File: src/core/cdsr_pkg.sv
// Package of constants and carriers for the charger status and ident registers
package cdsr_pkg;
	localparam logic [7:0] ADDR_POWER_MGMT_STATUS = 8'h13;
	localparam logic [7:0] ADDR_RESET_PART_IDENT  = 8'h14;
	localparam int         BIT_VREG_ACTIVE        = 7;
	localparam int         BIT_ILIM_ACTIVE        = 6;
	localparam int         BIT_REG_RESET          = 7;
	localparam int         BIT_IDENT_RSVD_ONE     = 2;
	localparam int         ILIM_LSB_MA            = 50;
	localparam int         ILIM_MSB_MA            = 1600;
	localparam int         ILIM_W                 = 6;
	localparam logic [7:0] UNMAPPED_READ          = 8'h00;

	typedef struct packed {
		logic              input_voltage_reg_active;
		logic              input_current_lim_active;
		logic [ILIM_W-1:0] effective_input_current_limit;
	} cdsr_dpm_s;

	typedef enum logic [1:0] {
		CDSR_IDLE  = 2'b00,
		CDSR_RESET = 2'b01
	} cdsr_state_e;

	typedef struct packed {
		cdsr_state_e state;
		logic [7:0]  rdata;
		logic        reset_req;
	} cdsr_state_s;
endpackage

File: src/core/cdsr_regs.sv
// Status and ident register bank with self-clearing register reset
`timescale 1ns/1ns
module cdsr_regs #(
	parameter logic [2:0] PART_CONFIG_CODE = 3'h5, // Arbitrary value
	parameter logic [1:0] REVISION_CODE    = 2'h2  // Arbitrary value
) (
	input  wire logic                clk_i,
	input  wire logic                rst_i,
	input  wire logic [7:0]          addr_i,
	input  wire logic                wr_i,
	input  wire logic                rd_i,
	input  wire logic [7:0]          wdata_i,
	input  wire cdsr_pkg::cdsr_dpm_s dpm_i,
	input  wire logic                reset_done_i,
	output logic      [7:0]          rdata_o,
	output logic                     reg_reset_o,
	output logic                     timer_reset_o
);

	cdsr_pkg::cdsr_state_s st_ff;

	cdsr_pkg::cdsr_state_s nxt_st;

	logic                  sel_status;

	logic                  sel_ident;

	logic                  rd_status;

	logic                  rd_ident;

	logic                  rd_unmapped;

	logic                  wr_ident;

	logic                  wr_reset_one;

	logic                  in_idle;

	logic                  in_reset;

	logic                  start_reset;

	logic                  finish_reset;

	logic [7:0]            status_val;

	logic [7:0]            ident_val;

	logic [7:0]            read_mux;

	genvar                 gi;

	// Address decode
	always_comb begin
		sel_status = 1'b0;
		sel_ident  = 1'b0;
		if (addr_i == cdsr_pkg::ADDR_POWER_MGMT_STATUS) begin
			sel_status = 1'b1;
		end
		if (addr_i == cdsr_pkg::ADDR_RESET_PART_IDENT) begin
			sel_ident = 1'b1;
		end
	end

	// Strobe qualification
	always_comb begin
		rd_status    = rd_i && sel_status;
		rd_ident     = rd_i && sel_ident;
		rd_unmapped  = rd_i && !sel_status && !sel_ident;
		wr_ident     = wr_i && sel_ident;
		// Only a written 1 starts a reset; 0 is ignored
		wr_reset_one = wr_ident && wdata_i[cdsr_pkg::BIT_REG_RESET];
	end

	// State decode
	always_comb begin
		in_idle  = 1'b0;
		in_reset = 1'b0;
		case (st_ff.state)
			cdsr_pkg::CDSR_IDLE: begin
				in_idle = 1'b1;
			end
			cdsr_pkg::CDSR_RESET: begin
				in_reset = 1'b1;
			end
			default: begin
				in_idle = 1'b0;
			end
		endcase
	end

	// Writes while a reset is pending are dropped, not queued
	always_comb begin
		start_reset  = in_idle && wr_reset_one;
		finish_reset = in_reset && reset_done_i;
	end

	// Status bits pass straight through; sampled only at read time
	always_comb begin
		status_val[cdsr_pkg::BIT_VREG_ACTIVE] = dpm_i.input_voltage_reg_active;
		status_val[cdsr_pkg::BIT_ILIM_ACTIVE] = dpm_i.input_current_lim_active;
	end

	generate
		for (gi = 0; gi < cdsr_pkg::ILIM_W; gi = gi + 1) begin : g_limit
			assign status_val[gi] = dpm_i.effective_input_current_limit[gi];
		end
	endgenerate

	// Ident register fields
	always_comb begin
		ident_val                               = 8'h00;
		ident_val[cdsr_pkg::BIT_REG_RESET]      = st_ff.reset_req;
		ident_val[6]                            = 1'b0;
		ident_val[5:3]                          = PART_CONFIG_CODE;
		ident_val[cdsr_pkg::BIT_IDENT_RSVD_ONE] = 1'b1;
		ident_val[1:0]                          = REVISION_CODE;
	end

	// Read data select
	always_comb begin
		read_mux = cdsr_pkg::UNMAPPED_READ;
		if (rd_status) begin
			read_mux = status_val;
		end
		if (rd_ident) begin
			read_mux = ident_val;
		end
		if (rd_unmapped) begin
			read_mux = cdsr_pkg::UNMAPPED_READ;
		end
	end

	// Next state
	always_comb begin
		nxt_st = st_ff;

		if (rd_i) begin
			nxt_st.rdata = read_mux;
		end

		case (st_ff.state)
			cdsr_pkg::CDSR_IDLE: begin
				if (start_reset) begin
					nxt_st.state     = cdsr_pkg::CDSR_RESET;
					nxt_st.reset_req = 1'b1;
				end
			end
			cdsr_pkg::CDSR_RESET: begin
				if (finish_reset) begin
					nxt_st.state     = cdsr_pkg::CDSR_IDLE;
					nxt_st.reset_req = 1'b0;
				end
			end
			default: begin
				nxt_st.state     = cdsr_pkg::CDSR_IDLE;
				nxt_st.reset_req = 1'b0;
			end
		endcase
	end

	// State register
	always_ff @(posedge clk_i) begin
		if (rst_i) begin
			st_ff.state     <= cdsr_pkg::CDSR_IDLE;
			st_ff.rdata     <= 8'h00;
			st_ff.reset_req <= 1'b0;
		end else begin
			st_ff <= nxt_st;
		end
	end

	// Outputs
	assign rdata_o = st_ff.rdata;

	assign reg_reset_o = st_ff.reset_req;

	// Timer reset shares the request so both always move together
	assign timer_reset_o = st_ff.reset_req;

endmodule

File: config.mk
export PLATFORM = sky130hd
export DESIGN_NAME = cdsr_regs
export DESIGN_NICKNAME = d
export VERILOG_FILES = /design/src/core/cdsr_pkg.sv /design/src/core/cdsr_regs.sv
export SDC_FILE = /design/constraint.sdc
export NUM_CORES = 1
export LEC_CHECK = 0
export CAP_MARGIN = 20
export CORE_MARGIN = 2
export CORE_UTILIZATION = 35
export CTS_BUF_LIST = sky130_fd_sc_hd__clkbuf_4
export DETAILED_ROUTE_END_ITERATION = 10
export DONT_BUFFER_PORTS = 1
export GPL_TIMING_DRIVEN = 0
export HOLD_SLACK_MARGIN = 0.1
export PLACE_DENSITY_LB_ADDON = 0.08
export SLEW_MARGIN = 20
export SYNTH_ARGS = -nofsm -noshare
export SYNTH_HDL_FRONTEND = slang
export SYNTH_SLANG_ARGS = --single-unit
File: constraint.sdc
create_clock -name clk_i -period 1.37 [get_ports clk_i]
set_input_delay 0.137 -clock clk_i [delete_from_list [all_inputs] [get_ports clk_i]]
set_output_delay 0.137 -clock clk_i [all_outputs]
set_load 0.01 [all_outputs]
# Yosys cells after proc, flatten, opt, wreduce, memory -nomap -nowiden
# Cells that the tools add are included.
[word_totals] reg_bits=11 inputBits=29 latch_bits=0 romBits=0 ram_bits=0 elab_cells=33 mem_count=0
[op_classes] shift=0 div=0 n_reduce_logical=12 eq_ne=5 mux=13 n_bitwise=0 n_mul=0 magnitude_cmp=0 addsub=0
[op_table] cell="two-way mux 8 bit" n=3
[op_table] cell="equality test 8 x 5 -> 1 bit (second input constant)" n=2
[op_table] cell="logical AND 1 bit" n=8
[op_table] cell="two-way mux 1 bit" n=6
[op_table] cell="two-way mux 2 bit" n=2
[op_table] cell="inequality test 2 bit (second input constant)" n=2
[op_table] cell="one-hot mux 2 bit (2 select lines)" n=1
[op_table] cell="equality test 2 x 1 -> 1 bit (second input constant)" n=1
[op_table] cell="zero test 1 bit" n=2
[op_table] cell="zero test 2 bit" n=1
[op_table] cell="one-hot mux 1 bit (2 select lines)" n=1
[op_table] cell="AND reduction 2 bit" n=1

# Logic depth before layout (Yosys ltp)
# Gate-level depths: netlist (run 1).
[depth] ltp_word=7 mapped_depth=4 ltp_nobuf=3

# Least setup slack after synthesis (run 1)
# Ideal clock, no wire load.
[synth_timing] path_type="reg2reg" startpoint="reg st_ff (netlist bit reg_reset_o)" endpoint="reg st_ff (netlist bit rdata_o[7])" n_path_buf=0 setup_time_ns=0.070 path_stages_with_launch=4 arrival_ns=0.887 setup_slack_ns=0.414 path_cell_list="dfxtp_1 nor4bb_1 o2111ai_1 a21oi_1"
[synth_between] elab_chain_cells=2
[synth_lines] element="start: declaration" line="cdsr_regs.sv:20" text="cdsr_pkg::cdsr_state_s st_ff;"
[synth_lines] element="start signal: assignment" line="cdsr_regs.sv:170" text="st_ff <= nxt_st;"
[synth_lines] element="two-way mux 8 bit" line="cdsr_regs.sv:127" text="if (rd_ident) begin"
[synth_lines] element="two-way mux 8 bit" line="cdsr_regs.sv:130" text="if (rd_unmapped) begin"
# Every way passes these cells.
# A chain may end at the register's enable or synchronous reset.

# Final worst setup path (run 1)
[layout_timing] startpoint="in wr_i" endpoint="reg st_ff (netlist bit reg_reset_o)"
[layout_between] elab_chain_cells=5
[layout_lines] element="start: declaration" line="cdsr_regs.sv:10" text="input wire logic wr_i,"
[layout_lines] element="logical AND 1 bit" line="cdsr_regs.sv:71" text="wr_ident = wr_i && sel_ident;"
[layout_lines] element="logical AND 1 bit" line="cdsr_regs.sv:73" text="wr_reset_one = wr_ident && wdata_i[cdsr_pkg::BIT_REG_RESET];"
[layout_lines] element="logical AND 1 bit" line="cdsr_regs.sv:95" text="start_reset = in_idle && wr_reset_one;"
[layout_lines] element="inequality test 2 bit (no source line)"
[layout_lines] element="AND reduction 2 bit (no source line)"
# Every way passes these cells.

==> impl_metrics.env, run 1 <==
export IMPL_slowest_delay_ns=0.55
export IMPL_final_max_slew_violation_count=0
export IMPL_setup_tns_ns=0
export IMPL_grt_ovfl_total=0
export IMPL_routed_wl_met2_um=577
export IMPL_grt_pass1_wl_um=1725
export IMPL_sw_frac_of_total_pct=20.59
export IMPL_num_nets_final=101
export IMPL_tritoncts_buffer_count=3
export IMPL_insertedDiodeCount=0
export IMPL_path_max_fanout=1
export IMPL_clock_sinks=9
export IMPL_vias=465
export IMPL_drc=0
export IMPL_timing_final_hold_violations=0
export IMPL_antenna_violating_nets_remaining=0
export IMPL_synth_fp_nets=81
export IMPL_cts_htree_levels=1
export IMPL_chipWidth_um=40.71
export IMPL_fillers=123
export IMPL_hp_class="input port to flip-flop"
export IMPL_kind_of_cell_adding_the_most_delay_to_the_critical_path="buffers and inverters"
export IMPL_power_total_w=0.0005514
export IMPL_core_region_area_um2=1285
export IMPL_intPower_w=0.0004379
export IMPL_hpwlAfterDp_um=879.2
export IMPL_comb_power_share_pct=12.8
export IMPL_setup_viol=0
export IMPL_max_slew_worst_pin_slew_ns=0.3367
export IMPL_grtUsageTotal_pct=16.61
export IMPL_final_layout_size_suffix_gt1_share_pct=21.13
export IMPL_io_pins=39
export IMPL_clkPwrFrac_pct=39.6
export IMPL_port_buffers=0
export IMPL_outcome="finished clean"
export IMPL_required_ns=1.54
export IMPL_unrepaired_setup_endpoints_after_global_routing="false"
export IMPL_p_sw_w=0.0001135
export IMPL_die_area_um2=1657
export IMPL_synth_common_cells="9 x dfxtp_1, 9 x nand2_1, 5 x a21oi_1, 5 x o21ai_0, 4 x nor2_1"
export IMPL_flow_area_growth_from_synthesis_pct=44.30
export IMPL_place_worst_setup_slack_ns=0.2627
export IMPL_leakage_nw=0.2628
export IMPL_cts_reportedPaths_clkPinSlew_ns=0.06
export IMPL_multi_input_comb_area_um2=270.3
export IMPL_pwr_density_cell_nw_per_um2=810.1
export IMPL_final_period_minus_worst_setup_slack_ns=1.266
export IMPL_top_layer_used="met4"
export IMPL_number_of_global_route_vias_before_repair=431
export IMPL_firstDrtPassIters=2
export IMPL_wl_met3_um=129
export IMPL_wl_per_cell_um=13.58
export IMPL_fmax_mhz=789.9
export IMPL_cp_num_buf_inv=2
export IMPL_peakVddDrop_mv=0.3844
export IMPL_setup_worst_path_class="input port to flip-flop"
export IMPL_postRouteWirelength_um=1168
export IMPL_cpMostUsedCell="dlygate4sd3_1"
export IMPL_core_rowCount=13
export IMPL_yosys_area_top_type_share_pct=38.20
export IMPL_synth_edf_count=0
export IMPL_initial_core_util_pct=36.71
export IMPL_power_frac_seq_pct=47.6
export IMPL_fp_dieH_um=40.71
export IMPL_post_synth_top_area_cell="dfxtp_1"
export IMPL_avgViaCountPerCell=5.407
export IMPL_synthDistinctLibCells=17
export IMPL_end_kind="flip-flop"
export IMPL_regArea_um2=180.2
export IMPL_insertion_delay_ns=0.25
export IMPL_synthTopCellsByArea="dfxtp_1 38%, nor4b_4 10%, nand2_1 7.2%"
export IMPL_synth_top_flop_cell="dfxtp_1"
export IMPL_drt_iter0_drc=1
export IMPL_tritoncts="built"
export IMPL_post_route_worst_setup_slack_ns=0.1040
export IMPL_synth_cells=52
export IMPL_post_synth_cell_area_avg_um2=9.071
export IMPL_ys_async_sr_fraction_pct=0
export IMPL_critical_path_start_type="input port"
export IMPL_route_layer_met1_wl_um=456
export IMPL_yosysWarnings=0
export IMPL_grt_start_max_net_pins=11
export IMPL_cap_viol_max_count=0
export IMPL_synth_seq_cells=9
export IMPL_number_of_buffers_between_clock_root_and_the_deepest_sink=2
export IMPL_clockRootBuffer="clkbuf_4"
export IMPL_final_setup_skew_ns=0.002121
export IMPL_critical_path_arrival_ns=1.44
export IMPL_timing_critical_path_slowest_stage_cell="dlygate4sd3_1"
export IMPL_worstPathCellList="dlygate4sd3_1 -> nand3_1 -> dlygate4sd3_1 -> o21ai_0"
export IMPL_finalCritPeriodShare_pct=92.41
export IMPL_synth_sequential_area_ratio_pct=38.20
export IMPL_mappedNetlistArea_um2=471.7
export IMPL_antenna_found_initial=0
export IMPL_globalplace_congestion=0.7534
export IMPL_timing_max_slew_rel_slack_pct=77.46
[metrics by stage]
stage	hold slack (ns)	util [%]	area, um^2	std cells
after floorplan	0.2831	-	471.7	52
after global placement	0.2881	38.17	490.5	67
after detailed placement	0.2950	38.17	490.5	67
after CTS	0.1005	52.19	670.6	86
after global routing	0.1051	52.97	680.7	86
final	0.1044	52.97	680.7	86
[area by class of cell]
| type | instances | share of cell area (%) |
|---|---|---|
| multi-input cells | 39 | 39.71 |
| repair buffers | 15 | 22.79 |
| well taps | 15 | 2.757 |
| plain buffers | 3 | 3.309 |
| flip-flops and latches | 9 | 26.47 |
| clock buffers | 4 | 4.412 |
| inverters | 1 | 0.5515 |
[worst reg2reg max path: stages, from the launching register on]
cell       delay, ns
dfxtp_1         0.44
nor4bb_1        0.27
o2111ai_1       0.16
a21oi_1         0.16
[routing by layer]
metal  vias up  GRT usage [%]
met4         0          7.500
li1        227              -
met2        24          27.78
met5         -              0
met1       212          17.38
met3         2          8.152
[worst paths after layout]
path                                  start  slack, ns  cells after the start           to
worst min register to register   rdata_o[1]       0.51                      2   rdata_o[1]
worst max-delay path                   wr_i       0.10                      4  reg_reset_o
worst max register to register  reg_reset_o       0.29                      3   rdata_o[7]
worst min-delay path              addr_i[3]       0.10                      3   rdata_o[7]
[what timing repair did]
| action | 4_1_cts | 5_1_grt |
|---|---|---|
| endpoints found under the hold margin | 8 | 0 |
| hold buffers | 15 | 0 |
| buffers inserted | 0 | 0 |
| setup endpoints to repair | 0 | 4 |
| gates resized for setup | 0 | 3 |
[power by group through the flow]
stage          combinational [W]  sequential, W  clock (W)
6_report               0.0000707       0.000262   0.000218
5_1_grt                0.0000772       0.000262   0.000244
4_1_cts                0.0000691       0.000262   0.000229
3_5_place_dp           0.0000339       0.000268          0
3_3_place_gp           0.0000323       0.000268          0
2_1_floorplan          0.0000285       0.000268          0
[state kept, by name, indices dropped and copies added, names as in the netlist]
| register | cells |
|---|---|
| rdata_o | 8 |
| reg_reset_o | 1 |
[cell usage in the layout (no fill, tap or decap)]
cell,n
buf_4,3
clkbuf_4,4
nand2b_1,1
inv_1,1
o31ai_2,1
nor4b_4,2
o2111ai_1,1
nor4bb_1,1
and4b_1,1
nor2_1,4
dlymetal6s4s_1,2
and4bb_2,1
nand2_1,9
nand3_1,2
nand4_2,1
o21ai_0,5
a21oi_1,5
or3b_2,3
o31ai_1,2
dlygate4sd3_1,13
dfxtp_1,9
[cells by family (layout without fill, tap and decap cells)]
kind of cell / Yosys count / in the layout / share of synthesized area [%]
simple gates: 25 / 25 / 38.99
compound gates: 14 / 14 / 17.24
flops: 9 / 9 / 38.20
buf+inv: 4 / 23 / 5.569
Power figures use the tool's default switching activity.
==> run 2, diff against run 1 <==
Settings changed: PLACE_DENSITY_LB_ADDON 0.08 to 0.15.
==> impl_metrics.env, run 2 (synthesis gave the netlist of run 1 again) <==
export IMPL_outcome="finished clean"
export IMPL_hp_class="input port to flip-flop"
export IMPL_grt_ovfl_total=0
export IMPL_antenna_found_initial=0
export IMPL_cp_depth=4
export IMPL_globalplace_congestion=0.7256
export IMPL_cts_reportedPaths_clkPinSlew_ns=0.07
export IMPL_final_period_minus_worst_setup_slack_ns=1.280
export IMPL_setup_worst_path_class="input port to flip-flop"
export IMPL_setup_viol=0
export IMPL_hpwlAfterDp_um=788.1
export IMPL_cts_htree_levels=1
export IMPL_die_area_um2=1657
export IMPL_firstDrtPassIters=4
export IMPL_number_of_global_route_vias_before_repair=382
export IMPL_finalCritPeriodShare_pct=93.45
export IMPL_tritoncts_buffer_count=3
export IMPL_drt_iter0_drc=3
export IMPL_timing_critical_path_slowest_stage_cell="dlygate4sd3_1"
export IMPL_wl_per_cell_um=13.66
export IMPL_layout_cells_most_common="dlygate4sd3_1"
export IMPL_grtUsageTotal_pct=16.35
export IMPL_final_setup_skew_ns=0.00007411
export IMPL_final_max_slew_violation_count=0
export IMPL_unrepaired_setup_endpoints_after_global_routing="false"
export IMPL_flow_area_growth_from_synthesis_pct=48.54
export IMPL_insertion_delay_ns=0.27
export IMPL_peakVddDrop_mv=0.3452
export IMPL_port_buffers=0
export IMPL_pwr_density_cell_nw_per_um2=813.1
export IMPL_reg2reg_to="rdata_o[7]"
export IMPL_chipWidth_um=40.71
export IMPL_number_of_buffers_between_clock_root_and_the_deepest_sink=2
export IMPL_io_pins=39
export IMPL_setup_tns_ns=0
export IMPL_clockRootBuffer="clkbuf_4"
export IMPL_cp_startpoint="addr_i[5]"
export IMPL_fmax_mhz=781.1
export IMPL_end_kind="flip-flop"
export IMPL_kind_of_cell_adding_the_most_delay_to_the_critical_path="buffers and inverters"
export IMPL_avgViaCountPerCell=5.184
export IMPL_ff2ff_setup_slack_ns=0.30
export IMPL_timing_final_hold_violations=0
export IMPL_critical_path_arrival_ns=1.46
export IMPL_initial_core_util_pct=36.71
export IMPL_core_occupancy_in_the_finished_layout_pct=54.53
export IMPL_worstPathCellList="dlygate4sd3_1 -> nor4b_4 -> nand4_2 -> o31ai_1"
export IMPL_largest_register_ff_count=8
export IMPL_core_region_area_um2=1285
export IMPL_critical_path_endpoint="rdata_o[4]"
export IMPL_slowest_delay_ns=0.57
export IMPL_core_rowCount=13
export IMPL_reg2regPathDepth=3
export IMPL_cap_viol_max_count=0
export IMPL_timing_max_slew_rel_slack_pct=76.98
export IMPL_path_max_fanout=4
export IMPL_worstReg2RegStart="reg_reset_o"
export IMPL_tritoncts="built"
export IMPL_grt_pass1_wl_um=1662
export IMPL_clock_sinks=9
export IMPL_cp_num_buf_inv=1
export IMPL_insertedDiodeCount=0
export IMPL_final_layout_size_suffix_gt1_share_pct=23.61
export IMPL_leakage_nw=0.2691
export IMPL_vias=451
export IMPL_critical_path_start_type="input port"
export IMPL_required_ns=1.55
export IMPL_max_slew_worst_pin_slew_ns=0.3438
export IMPL_final_cell_mix="14 x dlygate4sd3_1, 9 x nand2_1, 9 x dfxtp_1"
export IMPL_grt_start_max_net_pins=11
export IMPL_drc=0
export IMPL_fp_dieH_um=40.71
export IMPL_postRouteWirelength_um=1188
export IMPL_antenna_violating_nets_remaining=0
export IMPL_num_nets_final=102
[run 2: changes by cell type in the layout (fill, tap and decap cells not counted), sizes merged]
| cell | previous run | this run |
|---|---|---|
| dlygate4sd3 | 13 | 14 |
[run 2: how the worst min path moves through the flow]
stage / start / to / cells past startpoint
3_3_place_gp: dpm_i[4] / rdata_o[4] / 2
2_1_floorplan: dpm_i[0] / rdata_o[0] / 2
6_report: rst_i / rdata_o[7] / 2
5_1_grt: rst_i / rdata_o[7] / 2
3_5_place_dp: dpm_i[6] / rdata_o[6] / 2
4_1_cts: rst_i / rdata_o[7] / 2
[run 2: report_power, final]
group | internal (W) | total (W) | switching [W]
Sequential | 0.000262 | 0.000262 | 0.000000418
Combinational | 0.0000463 | 0.0000746 | 0.0000283
Clock | 0.000132 | 0.000233 | 0.000101
Total | 0.000440 | 0.000570 | 0.000129
[run 2: cell type report]
type,count,area [um^2]
plain buffers,3,22.52
repair buffers,16,165.2
well taps,15,18.77
flip-flops and latches,9,180.2
clock buffers,4,30.03
inverters,1,3.754
fillers,124,584.3
multi-input cells,39,280.3
[run 2: metal layers]
| layer | up-vias | part of all wire, % | track usage (%) |
|---|---|---|---|
| li1 | 227 | - | - |
| met1 | 196 | 41 | 18.89 |
| met2 | 26 | 47 | 24.60 |
| met3 | 2 | 11 | 7.065 |
| met4 | 0 | 1.3 | 10.00 |
| met5 | - | 0 | 0 |
[run 2: worst register-to-register path, cell delays in order (launching register included)]
cell and delay [ns]:
dfxtp_1 0.45, nor4bb_1 0.24, o2111ai_1 0.15, a21oi_1 0.16
[run 2: timing repair]
item | in CTS | in global routing
gates resized for setup | 0 | 5
hold endpoints to repair | 9 | 0
buffers inserted | 0 | 0
setup endpoints to repair | 0 | 5
hold buffers | 16 | 0
[run 2: stage by stage]
stage / setup slack (ns) / hold WS, ns / area [um^2] / power, W / instances
CTS: 0.03527 / 0.1025 / 680.7 / 0.0005735 / 87
global route: 0.001052 / 0.1245 / 700.7 / 0.0005941 / 87
global placement: 0.3084 / 0.2884 / 490.5 / 0.0003019 / 67
finish: 0.08980 / 0.1125 / 700.7 / 0.0005697 / 87
floorplan: 0.4136 / 0.2831 / 471.7 / 0.0002967 / 52
detailed placement: 0.3124 / 0.2911 / 490.5 / 0.0003017 / 67
